### src/logic/flash_ctl_pkg.sv
// package: register map, field positions, reset values and timing of the flash program/erase control
// Summary of operation
// - latch-only with erase clear: trigger loads row latch word, no flash operation
// - latch-only clear: next trigger writes latched data, or erases if erase selected on a flash address
// - latch-only ignored when erase select is set on a flash (program-space) address
// - erase select on flash address: trigger erases whole 32-word pseudo-row to ones
// - erase select reads zero after erase finishes normally; hardware clears it
// - error flag set on reset-cut write, broken unlock, or protected address
// - program/erase enable low blocks every program and erase of flash
// - trigger accepted only after the unlock sequence, with no control or unlock write in between
// - writing zero to trigger during an operation is ignored
package flash_ctl_pkg;
    localparam logic [7:0] ctl_offset = 8'h00;
    localparam logic [7:0] unlock_offset = 8'h04;
    localparam logic [7:0] addr_offset = 8'h08;
    localparam logic [7:0] irq_status_offset = 8'h0c;
    localparam logic [7:0] irq_mask_offset = 8'h10;
    localparam logic [7:0] protect_offset = 8'h14;
    localparam int config_space_bit = 6;
    localparam int latch_only_bit = 5;
    localparam int erase_select_bit = 4;
    localparam int error_bit = 3;
    localparam int enable_bit = 2;
    localparam int trigger_bit = 1;
    localparam logic [7:0] ctl_reset = 8'h00;
    localparam logic [7:0] unlock_first = 8'h55;
    localparam logic [7:0] unlock_second = 8'haa;
    localparam logic [14:0] protect_reset = 15'h0000;
    localparam int row_words = 32;
    localparam int clk_mhz = 200;
    localparam int write_time_us = 2;
    localparam int erase_time_us = 2;
    localparam int write_cycles = write_time_us * clk_mhz;
    localparam int erase_cycles = erase_time_us * clk_mhz;
    // irq status bits: 0 done, 1 error, 2 latch loaded
    localparam int irq_done_bit = 0;
    localparam int irq_error_bit = 1;
    localparam int irq_latch_bit = 2;
    typedef enum logic [1:0] {
        st_idle = 2'b00,
        st_write = 2'b01,
        st_erase = 2'b11
    } op_state_e;
endpackage

### src/logic/flash_op_timer.sv
// module: countdown timer for one flash write or erase
`timescale 1ns/100ps
module flash_op_timer #(
    parameter int count_w = 12
) (
    input wire logic aclk,
    input wire logic aresetn,
    input wire logic start,
    input wire logic [count_w-1:0] cycles,
    output logic busy,
    output logic done
);
    typedef struct packed {
        logic [count_w-1:0] cnt;
        logic busy;
        logic done;
    } tmr_s;
    tmr_s st_ff;
    tmr_s nxt_st;

    if (count_w < 2) begin : g_bad_count_w
        $error("count_w too small");
    end

    always_comb begin
        nxt_st = st_ff;
        nxt_st.done = 1'b0;
        if (start && !st_ff.busy) begin
            nxt_st.busy = 1'b1;
            nxt_st.cnt = cycles;
        end else if (st_ff.busy) begin
            if (st_ff.cnt <= count_w'(1)) begin
                nxt_st.busy = 1'b0;
                nxt_st.done = 1'b1;
            end else begin
                nxt_st.cnt = st_ff.cnt - count_w'(1);
            end
        end
    end

    always_ff @(posedge aclk) begin
        if (!aresetn) begin
            st_ff <= '0;
        end else begin
            st_ff <= nxt_st;
        end
    end

    assign busy = st_ff.busy;
    assign done = st_ff.done;
endmodule // flash_op_timer

### src/logic/flash_program_erase_control.sv
// module: flash program/erase control with axi4-lite registers and sequencer requests
`timescale 1ns/100ps
module flash_program_erase_control #(
    parameter int addr_w = 15,
    parameter int timer_w = 12
) (
    input wire logic aclk,
    input wire logic aresetn,
    input wire logic [7:0] s_axi_awaddr,
    input wire logic s_axi_awvalid,
    output logic s_axi_awready,
    input wire logic [31:0] s_axi_wdata,
    input wire logic [3:0] s_axi_wstrb,
    input wire logic s_axi_wvalid,
    output logic s_axi_wready,
    output logic [1:0] s_axi_bresp,
    output logic s_axi_bvalid,
    input wire logic s_axi_bready,
    input wire logic [7:0] s_axi_araddr,
    input wire logic s_axi_arvalid,
    output logic s_axi_arready,
    output logic [31:0] s_axi_rdata,
    output logic [1:0] s_axi_rresp,
    output logic s_axi_rvalid,
    input wire logic s_axi_rready,
    output logic latch_load,
    output logic flash_write,
    output logic row_erase,
    output logic [addr_w-1:0] op_address,
    output logic irq
);
    typedef struct packed {
        logic aw_got;
        logic [7:0] aw_addr;
        logic w_got;
        logic [31:0] w_data;
        logic [3:0] w_strb;
        logic bvalid;
        logic [1:0] bresp;
        logic rvalid;
        logic [31:0] rdata;
        logic [1:0] rresp;
        logic [7:0] ctl;
        logic [1:0] unlock_stage;
        logic [addr_w-1:0] addr;
        logic [addr_w-1:0] protect_limit;
        logic [2:0] irq_stat;
        logic [2:0] irq_mask;
        flash_ctl_pkg::op_state_e op;
        logic latch_load;
        logic flash_write;
        logic row_erase;
        logic irq;
        logic first_cycle;
        logic awready;
        logic wready;
        logic arready;
    } ctl_s;
    ctl_s st_ff;
    ctl_s nxt_st;
    logic tmr_start;
    logic [timer_w-1:0] tmr_cycles;
    logic tmr_busy;
    logic tmr_done;

    if (addr_w < 6 || addr_w > 32) begin : g_bad_addr_w
        $error("addr_w out of range");
    end
    if (timer_w < $clog2(flash_ctl_pkg::write_cycles + 1) || timer_w < $clog2(flash_ctl_pkg::erase_cycles + 1))
    begin : g_bad_timer_w
        $error("timer_w cannot hold operation time");
    end

    function automatic logic is_protected(input logic [addr_w-1:0] a, input logic [addr_w-1:0] lim);
        is_protected = a < lim;
    endfunction

    function automatic logic is_mapped(input logic [7:0] a);
        is_mapped = a == flash_ctl_pkg::ctl_offset || a == flash_ctl_pkg::unlock_offset
            || a == flash_ctl_pkg::addr_offset || a == flash_ctl_pkg::irq_status_offset
            || a == flash_ctl_pkg::irq_mask_offset || a == flash_ctl_pkg::protect_offset;
    endfunction

    flash_op_timer #(.count_w(timer_w)) op_timer (
        .aclk(aclk),
        .aresetn(aresetn),
        .start(tmr_start),
        .cycles(tmr_cycles),
        .busy(tmr_busy),
        .done(tmr_done)
    );

    // =====================================================
    // register access and operation control
    always_comb begin
        logic do_write;
        logic do_read;
        logic [7:0] wb;
        logic trig;
        logic pgm_space;
        logic [2:0] ev;
        do_write = 1'b0;
        do_read = 1'b0;
        wb = 8'h00;
        trig = 1'b0;
        pgm_space = 1'b0;
        ev = 3'b000;
        nxt_st = st_ff;
        nxt_st.first_cycle = 1'b0;
        nxt_st.latch_load = 1'b0;
        nxt_st.flash_write = 1'b0;
        nxt_st.row_erase = 1'b0;
        tmr_start = 1'b0;
        tmr_cycles = timer_w'(flash_ctl_pkg::write_cycles);
        // a write cut by reset is only visible after reset: flag it on the first cycle
        if (st_ff.first_cycle) begin
            if (st_ff.op != flash_ctl_pkg::st_idle) begin
                nxt_st.ctl[flash_ctl_pkg::error_bit] = 1'b1;
            end
            // the timer was reset too, so nothing else would ever end the cut operation
            nxt_st.op = flash_ctl_pkg::st_idle;
        end
        if (s_axi_awvalid && !st_ff.aw_got) begin
            nxt_st.aw_got = 1'b1;
            nxt_st.aw_addr = s_axi_awaddr;
        end
        if (s_axi_wvalid && !st_ff.w_got) begin
            nxt_st.w_got = 1'b1;
            nxt_st.w_data = s_axi_wdata;
            nxt_st.w_strb = s_axi_wstrb;
        end
        if (st_ff.aw_got && st_ff.w_got && !st_ff.bvalid) begin
            do_write = 1'b1;
            nxt_st.aw_got = 1'b0;
            nxt_st.w_got = 1'b0;
            nxt_st.bvalid = 1'b1;
            nxt_st.bresp = is_mapped(st_ff.aw_addr) ? 2'b00 : 2'b10;
        end
        if (st_ff.bvalid && s_axi_bready) nxt_st.bvalid = 1'b0;
        if (st_ff.rvalid && s_axi_rready) nxt_st.rvalid = 1'b0;
        wb = st_ff.w_strb[0] ? st_ff.w_data[7:0] : 8'h00;
        // =====================================================
        // register writes
        if (do_write && st_ff.w_strb[0]) begin
            unique case (st_ff.aw_addr)
                flash_ctl_pkg::ctl_offset: begin
                    // trigger is set-only and busy fields hold while an operation runs
                    if (st_ff.op == flash_ctl_pkg::st_idle) begin
                        nxt_st.ctl[6:2] = wb[6:2];
                        trig = wb[flash_ctl_pkg::trigger_bit];
                    end
                    // any control write breaks a pending unlock
                    nxt_st.unlock_stage = 2'd0;
                end
                flash_ctl_pkg::unlock_offset: begin
                    if (st_ff.unlock_stage == 2'd0 && wb == flash_ctl_pkg::unlock_first) begin
                        nxt_st.unlock_stage = 2'd1;
                    end else if (st_ff.unlock_stage == 2'd1 && wb == flash_ctl_pkg::unlock_second) begin
                        nxt_st.unlock_stage = 2'd2;
                    end else begin
                        nxt_st.unlock_stage = 2'd0;
                        if (st_ff.unlock_stage != 2'd0) begin
                            nxt_st.ctl[flash_ctl_pkg::error_bit] = 1'b1;
                            ev[flash_ctl_pkg::irq_error_bit] = 1'b1;
                        end
                    end
                end
                flash_ctl_pkg::addr_offset: begin
                    if (st_ff.op == flash_ctl_pkg::st_idle) nxt_st.addr = st_ff.w_data[addr_w-1:0];
                end
                flash_ctl_pkg::irq_mask_offset: nxt_st.irq_mask = st_ff.w_data[2:0];
                flash_ctl_pkg::protect_offset: nxt_st.protect_limit = st_ff.w_data[addr_w-1:0];
                default: ;
            endcase
        end
        // =====================================================
        // trigger handling
        pgm_space = !st_ff.ctl[flash_ctl_pkg::config_space_bit];
        if (trig) begin
            if (st_ff.unlock_stage != 2'd2) begin
                // trigger without unlock starts nothing
                nxt_st.ctl[flash_ctl_pkg::error_bit] = 1'b1;
                ev[flash_ctl_pkg::irq_error_bit] = 1'b1;
            end else if (!wb[flash_ctl_pkg::enable_bit]) begin
                tmr_start = 1'b0;
            end else if (pgm_space && is_protected(st_ff.addr, st_ff.protect_limit)) begin
                nxt_st.ctl[flash_ctl_pkg::error_bit] = 1'b1;
                ev[flash_ctl_pkg::irq_error_bit] = 1'b1;
            end else if (wb[flash_ctl_pkg::erase_select_bit] && pgm_space) begin
                nxt_st.op = flash_ctl_pkg::st_erase;
                nxt_st.ctl[flash_ctl_pkg::trigger_bit] = 1'b1;
                nxt_st.ctl[flash_ctl_pkg::error_bit] = 1'b0;
                nxt_st.row_erase = 1'b1;
                tmr_start = 1'b1;
                tmr_cycles = timer_w'(flash_ctl_pkg::erase_cycles);
            end else if (wb[flash_ctl_pkg::latch_only_bit]) begin
                nxt_st.latch_load = 1'b1;
                nxt_st.ctl[flash_ctl_pkg::error_bit] = 1'b0;
                ev[flash_ctl_pkg::irq_latch_bit] = 1'b1;
            end else begin
                nxt_st.op = flash_ctl_pkg::st_write;
                nxt_st.ctl[flash_ctl_pkg::trigger_bit] = 1'b1;
                nxt_st.ctl[flash_ctl_pkg::error_bit] = 1'b0;
                nxt_st.flash_write = 1'b1;
                tmr_start = 1'b1;
            end
            nxt_st.unlock_stage = 2'd0;
        end
        if (tmr_done && st_ff.op != flash_ctl_pkg::st_idle) begin
            nxt_st.op = flash_ctl_pkg::st_idle;
            nxt_st.ctl[flash_ctl_pkg::trigger_bit] = 1'b0;
            nxt_st.ctl[flash_ctl_pkg::erase_select_bit] = 1'b0;
            ev[flash_ctl_pkg::irq_done_bit] = 1'b1;
        end
        // =====================================================
        // reads; read of status clears it, but events of this cycle survive
        if (s_axi_arvalid && !st_ff.rvalid) begin
            do_read = 1'b1;
            nxt_st.rvalid = 1'b1;
            nxt_st.rresp = is_mapped(s_axi_araddr) ? 2'b00 : 2'b10;
            nxt_st.rdata = 32'h0000_0000;
            unique case (s_axi_araddr)
                flash_ctl_pkg::ctl_offset: nxt_st.rdata[7:0] = {1'b0, st_ff.ctl[6:2], st_ff.ctl[1], 1'b0};
                flash_ctl_pkg::unlock_offset: nxt_st.rdata = 32'h0000_0000;
                flash_ctl_pkg::addr_offset: nxt_st.rdata[addr_w-1:0] = st_ff.addr;
                flash_ctl_pkg::irq_status_offset: nxt_st.rdata[2:0] = st_ff.irq_stat;
                flash_ctl_pkg::irq_mask_offset: nxt_st.rdata[2:0] = st_ff.irq_mask;
                flash_ctl_pkg::protect_offset: nxt_st.rdata[addr_w-1:0] = st_ff.protect_limit;
                default: ;
            endcase
        end
        if (do_read && s_axi_araddr == flash_ctl_pkg::irq_status_offset) begin
            nxt_st.irq_stat = ev;
        end else begin
            nxt_st.irq_stat = st_ff.irq_stat | ev;
        end
        nxt_st.irq = |(nxt_st.irq_stat & nxt_st.irq_mask);
        nxt_st.awready = !nxt_st.aw_got;
        nxt_st.wready = !nxt_st.w_got;
        nxt_st.arready = !nxt_st.rvalid;
    end

    // =====================================================
    // state register; op state is held through reset so a cut write is noticed
    always_ff @(posedge aclk) begin
        if (!aresetn) begin
            st_ff <= '0;
            st_ff.ctl <= flash_ctl_pkg::ctl_reset;
            st_ff.protect_limit <= addr_w'(flash_ctl_pkg::protect_reset);
            st_ff.op <= st_ff.op;
            st_ff.first_cycle <= 1'b1;
            st_ff.awready <= 1'b1;
            st_ff.wready <= 1'b1;
            st_ff.arready <= 1'b1;
        end else begin
            st_ff <= nxt_st;
        end
    end

    assign s_axi_awready = st_ff.awready;
    assign s_axi_wready = st_ff.wready;
    assign s_axi_bvalid = st_ff.bvalid;
    assign s_axi_bresp = st_ff.bresp;
    assign s_axi_arready = st_ff.arready;
    assign s_axi_rvalid = st_ff.rvalid;
    assign s_axi_rdata = st_ff.rdata;
    assign s_axi_rresp = st_ff.rresp;
    assign latch_load = st_ff.latch_load;
    assign flash_write = st_ff.flash_write;
    assign row_erase = st_ff.row_erase;
    assign op_address = st_ff.addr;
    assign irq = st_ff.irq;

    // =====================================================
    // assertions
    a_trig_clear_on_done: assert property (@(posedge aclk) disable iff (!aresetn)
        tmr_done && st_ff.op != flash_ctl_pkg::st_idle |=> !st_ff.ctl[flash_ctl_pkg::trigger_bit])
        else $error("trigger not cleared at completion");
    a_erase_sel_clear: assert property (@(posedge aclk) disable iff (!aresetn)
        st_ff.op == flash_ctl_pkg::st_erase && tmr_done |=> !st_ff.ctl[flash_ctl_pkg::erase_select_bit])
        else $error("erase select not cleared");
    a_latch_no_op: assert property (@(posedge aclk) disable iff (!aresetn)
        latch_load |-> !flash_write && !row_erase && st_ff.op == flash_ctl_pkg::st_idle)
        else $error("latch load started an operation");
    a_write_runs: assert property (@(posedge aclk) disable iff (!aresetn)
        flash_write |-> st_ff.op == flash_ctl_pkg::st_write && st_ff.ctl[flash_ctl_pkg::trigger_bit])
        else $error("write pulse without write state");
    a_erase_sel: assert property (@(posedge aclk) disable iff (!aresetn)
        row_erase |-> st_ff.ctl[flash_ctl_pkg::erase_select_bit] && st_ff.op == flash_ctl_pkg::st_erase)
        else $error("erase without erase select");
    a_enable_gate: assert property (@(posedge aclk) disable iff (!aresetn)
        flash_write || row_erase |-> st_ff.ctl[flash_ctl_pkg::enable_bit])
        else $error("operation while disabled");
    a_unlock_needed: assert property (@(posedge aclk) disable iff (!aresetn)
        tmr_start |-> st_ff.unlock_stage == 2'd2)
        else $error("operation without unlock");
    a_trig_holds: assert property (@(posedge aclk) disable iff (!aresetn)
        !st_ff.first_cycle && st_ff.op != flash_ctl_pkg::st_idle && !tmr_done
        |=> st_ff.ctl[flash_ctl_pkg::trigger_bit])
        else $error("trigger dropped during operation");
    a_error_protect: assert property (@(posedge aclk) disable iff (!aresetn)
        row_erase || flash_write |-> !st_ff.ctl[flash_ctl_pkg::error_bit])
        else $error("error flag set on good start");
    a_latch_ignored: assert property (@(posedge aclk) disable iff (!aresetn)
        row_erase |-> ##0 !latch_load)
        else $error("latch acted during erase");
    c_erase: cover property (@(posedge aclk) disable iff (!aresetn) row_erase ##[1:1000] tmr_done);
    c_write: cover property (@(posedge aclk) disable iff (!aresetn) flash_write);
    c_latch: cover property (@(posedge aclk) disable iff (!aresetn) latch_load);
    c_irq: cover property (@(posedge aclk) disable iff (!aresetn) irq);
    c_cut_write: cover property (@(posedge aclk) st_ff.first_cycle && st_ff.op != flash_ctl_pkg::st_idle);
endmodule // flash_program_erase_control

### config.mk
export PLATFORM = sky130hd
export DESIGN_NAME = flash_program_erase_control
export DESIGN_NICKNAME = d
export VERILOG_FILES = /design/src/logic/flash_ctl_pkg.sv /design/src/logic/flash_op_timer.sv /design/src/logic/flash_program_erase_control.sv
export SDC_FILE = /design/constraint.sdc
export NUM_CORES = 1
export LEC_CHECK = 0
export BUFFER_PORTS_ARGS = -buffer_cell sky130_fd_sc_hd__buf_2
export CORE_ASPECT_RATIO = 2
export CORE_MARGIN = 5
export CORE_UTILIZATION = 49
export DETAILED_ROUTE_END_ITERATION = 8
export GPL_ROUTABILITY_DRIVEN = 0
export HOLD_SLACK_MARGIN = 0.1
export PLACE_DENSITY_LB_ADDON = 0.08
export SYNTH_ARGS = -nofsm -noshare
export SYNTH_HDL_FRONTEND = slang
export SYNTH_SLANG_ARGS = --single-unit
### constraint.sdc
create_clock -name aclk -period 2.1 [get_ports aclk]
set_input_delay 0.21 -clock aclk [delete_from_list [all_inputs] [get_ports aclk]]
set_output_delay 0.21 -clock aclk [all_outputs]
set_load 0.02 [all_outputs]
==> impl_metrics.yaml <==
pwr:
  power.density_cell_area_nw_per_um2: 783.8
  clock_power_share: 0.532
  switch_share: 0.2236
  share_seq_of_total_power: 0.388
  power_switching_w: 0.001296
  power_report.internal_total_w: 0.004500
  power.leakage_nw: 3.120
  ir_drop_mv: 0.8972
  combinationalPowerShare: 0.079
logic_synthesis:
  post-synth-top-area-cell: "sky130_fd_sc_hd__dfxtp_1"
  synth_compound_area_frac: 0.1467
  post_synth_xor_area_fraction: 0.01137
  post_synth_mux_area_share: 0.05246
  synth_top_area_share: 0.4123
  synth-edff-count: 2
  synthTopCellsByArea: "sky130_fd_sc_hd__dfxtp_1, sky130_fd_sc_hd__buf_4, sky130_fd_sc_hd__nand2_1"
  synth.lib_cells_used.distinct: 60
  post_synth.cell_area_avg_um2: 8.422
  synth_warnings: 0
  main_combinational_cell_family_by_area_after_synthesis: "simple AND/OR/NAND/NOR gates"
  yosys-top-cells-count: "sky130_fd_sc_hd__dfxtp_1, sky130_fd_sc_hd__nand2_1, sky130_fd_sc_hd__nor2_1"
  synthArstFlopShare: 0
  flops_latches_synth: 113
  yosys_most_used_dff: "sky130_fd_sc_hd__dfxtp_1"
  adder_cell_area_share_of_the_yosys_netlist: 0.03714
  synth_sequential_area_ratio: 0.4234
  synth-simple-area-share: 0.2161
  post-synth-top-count-cell: "sky130_fd_sc_hd__dfxtp_1"
  synth_area_um2: 5390
  netlist_instances: 640
layout:
  num_antenna_cells: 0
  syn2layout_area_growth_pct: 37.19
  final.fill_count: 903
  final_design_instance_area_without_fill_um2: 7395
  nNetsFinal: 863
  post_route_cells_drive_above_1_share: 0.3188
  multi_input_gate_area_um2: 2820
  area.sequential_um2: 2291
detailed_routing:
  vias_per_cell: 5.361
  drt_first_iter_violations: 262
  post_drt_wl_per_cell_um: 16.65
  m1WireLength_um: 5292
  top_signal_layer_used: "met4"
  wl_met3_um: 664
  post-route-drc-count: 0
  totalWireLength_um: 15650
  total_via_count_after_detailed_routing: 5039
  drtPass1Iterations: 5
  detailroute.wirelength.met2_um: 8924
  ant_nets: 0
global_route:
  antenna_found_initial: 0
  global_route.overflow_total: 0
  first_pass_grt_wire_length_um: 25210
  grt_max_degree: 50
  global_route.usage.total: 0.2413
  vias_in_the_first_global_route: 5264
sta:
  timing.max_slew.rel_slack: 0.5914
  tightestPinTransition_ps: 613.0
  timing.final.hold_violations: 0
  rsz0062_at_grt: "true"
  fmax_mhz: 469.0
  post_layout_minimum_cycle_time_ps: 2132
  final.setup.tns_ps: -72.97
  setup_viol_count_final: 3
  timing_max_transition_violations_final: 0
  finalCritPeriodShare: 1.015
  postLayoutSetupSlackWorst_ps: -32.10
  final.setup_skew_ps: 8.325
job:
  max-cap-violations: 0
clock_network:
  clock_root_cell: "sky130_fd_sc_hd__clkbuf_16"
  tritoncts: "built"
  insertion_delay_ps: 410
  cts_inserted_buffers: 17
  cts.htree.levels: 4
  clockBufferDepth: 2
  clk_pin_slew_worst_paths_ps: 50
  tritoncts_num_sinks: 113
worst_setup_path:
  worst_path_max_delay_cell: "sky130_fd_sc_hd__dfxtp_1"
  cp-startpoint: "op_address[5]"
  critical_path.max_fanout: 5
  critPathCaptureType: "flip-flop"
  worst_ep_arrival_time_ps: 2290
  r2r-start: "op_address[5]"
  cp.required_ps: 2260
  timing.critical_path.slowest_cell_delay_ps: 400
  crit_path_category: "reg -> reg"
  timing.critical_path.from_type: "flip-flop"
  timing.critical_path.cells: "ha_4 -> a21o_1 -> a221oi_2 -> o21ai_1 -> buf_4 -> a41oi_4 -> nand2b_4 -> o32ai_2"
run_status:
  status: "finished with violations"
  violated_checks: "negative setup slack"
floorplanning:
  floorplan.die.height_um: 158.3
  rows: 54
  top_level_i_o_count: 119
  core_um2: 10880
  die-area_um2: 13330
  die_x_um: 84.17
  initial_core_util: 0.4955
hold_path:
  hp-class: "in -> reg"
  timing.hold.worst.start: "s_axi_wstrb[0]"
placement:
  place.detailed.hpwl_um: 11670
  port-buffer-count: 79
  post_dp_cell_area_um2: 6241
-- sequential cells by signal (all words and copies together), names as in the netlist, 12 cells and up --
name	cells
op_address	15
op_timer.st_ff	12
s_axi_rdata	15
st_ff	58
-- placed cells by master, fill, tap and decap left out, types with 4 or more instances in the layout --
cell type	synthesis	routed
sky130_fd_sc_hd__a21oi_1	51	50
sky130_fd_sc_hd__a221oi_1	8	7
sky130_fd_sc_hd__a22o_1	11	11
sky130_fd_sc_hd__a22oi_1	5	5
sky130_fd_sc_hd__a31oi_1	5	5
sky130_fd_sc_hd__and3_1	5	4
sky130_fd_sc_hd__buf_12	0	4
sky130_fd_sc_hd__buf_2	3	79
sky130_fd_sc_hd__buf_4	51	84
sky130_fd_sc_hd__bufinv_16	0	4
sky130_fd_sc_hd__clkbuf_16	0	17
sky130_fd_sc_hd__clkbuf_8	0	4
sky130_fd_sc_hd__conb_1	1	19
sky130_fd_sc_hd__dfxtp_1	111	104
sky130_fd_sc_hd__dfxtp_2	0	7
sky130_fd_sc_hd__dlygate4sd3_1	0	24
sky130_fd_sc_hd__ha_1	16	11
sky130_fd_sc_hd__ha_4	0	5
sky130_fd_sc_hd__inv_1	27	24
sky130_fd_sc_hd__mux2i_1	26	24
sky130_fd_sc_hd__nand2_1	84	84
sky130_fd_sc_hd__nand2b_1	8	7
sky130_fd_sc_hd__nand3_1	8	7
sky130_fd_sc_hd__nand4_1	6	6
sky130_fd_sc_hd__nor2_1	67	64
sky130_fd_sc_hd__nor2b_1	5	5
sky130_fd_sc_hd__nor3_1	24	19
sky130_fd_sc_hd__nor3_2	0	4
sky130_fd_sc_hd__nor4_1	5	5
sky130_fd_sc_hd__o211ai_1	4	4
sky130_fd_sc_hd__o21ai_0	15	10
sky130_fd_sc_hd__or3_1	7	6
sky130_fd_sc_hd__xnor2_1	7	7
-- path summary, 6_finish.rpt --
path / end / slack, ps / cells after the start
max: st_ff[9] / -30 / 8
min: st_ff[94] / 110 / 3
min reg2reg: st_ff[53] / 470 / 2
max reg2reg: st_ff[9] / -30 / 8
-- worst max-delay path: cells and delay by family (launching register included) --
kind	cells	cell delay, ps
AO/OA/AOI/OAI	5	870
buffers and inverters	1	150
flip-flops	1	400
adder cells (fa/ha/maj)	1	230
AND/OR/NAND/NOR	1	230
-- through the flow --
stage | setup WS, ps | cells | hold WS [ps] | total power [W] | utilization
final | -32.10 | 940 | 106.7 | 0.005796 | 0.6798
after global routing | -93.11 | 940 | 109.9 | 0.006004 | 0.6798
after CTS | -20.49 | 938 | 100.3 | 0.005826 | 0.6669
after detailed placement | -244.3 | 881 | 457.6 | 0.002703 | 0.5737
after global placement | -212.6 | 881 | 445.4 | 0.002697 | 0.5737
after floorplan | -84.93 | 658 | 321.7 | 0.002580 | -
-- power groups by stage --
stage	combinational (W)	sequential, W	clock [W]
finish	0.000460	0.00225	0.00309
global route	0.000501	0.00226	0.00325
CTS	0.000454	0.00225	0.00312
detailed placement	0.000410	0.00229	0
global placement	0.000405	0.00229	0
floorplan	0.000286	0.00229	0
-- kinds of logic after synthesis --
family	after synthesis
AND/OR/NAND/NOR	244
adder cells (fa/ha/maj)	16
flip-flops	113
buffers and inverters	109
XOR/XNOR	7
AO/OA/AOI/OAI	122
other	1
multiplexers	28
-- routing by layer --
layer,track usage,vias up
li1,-,2448
met1,0.2211,2373
met2,0.4748,159
met3,0.04920,59
met4,0.1472,0
met5,0,-
-- final cells by class --
type,instances,share of cell area
clock buffers,22,0.06548
flip-flops and latches,113,0.3098
inverters,27,0.01371
well taps,140,0.02369
repair buffers,193,0.1851
multi-input cells,436,0.3814
clock inverters,9,0.02081
-- repair_timing --
item,4_1_cts,5_1_grt
setup endpoints to repair,23,34
hold buffers,24,0
cloned,0,0
hold endpoints to repair,24,0
gates resized for setup,24,30
setup buffers,2,2
pin swaps,11,14
No activity file was read; power rests on OpenSTA's default activity.
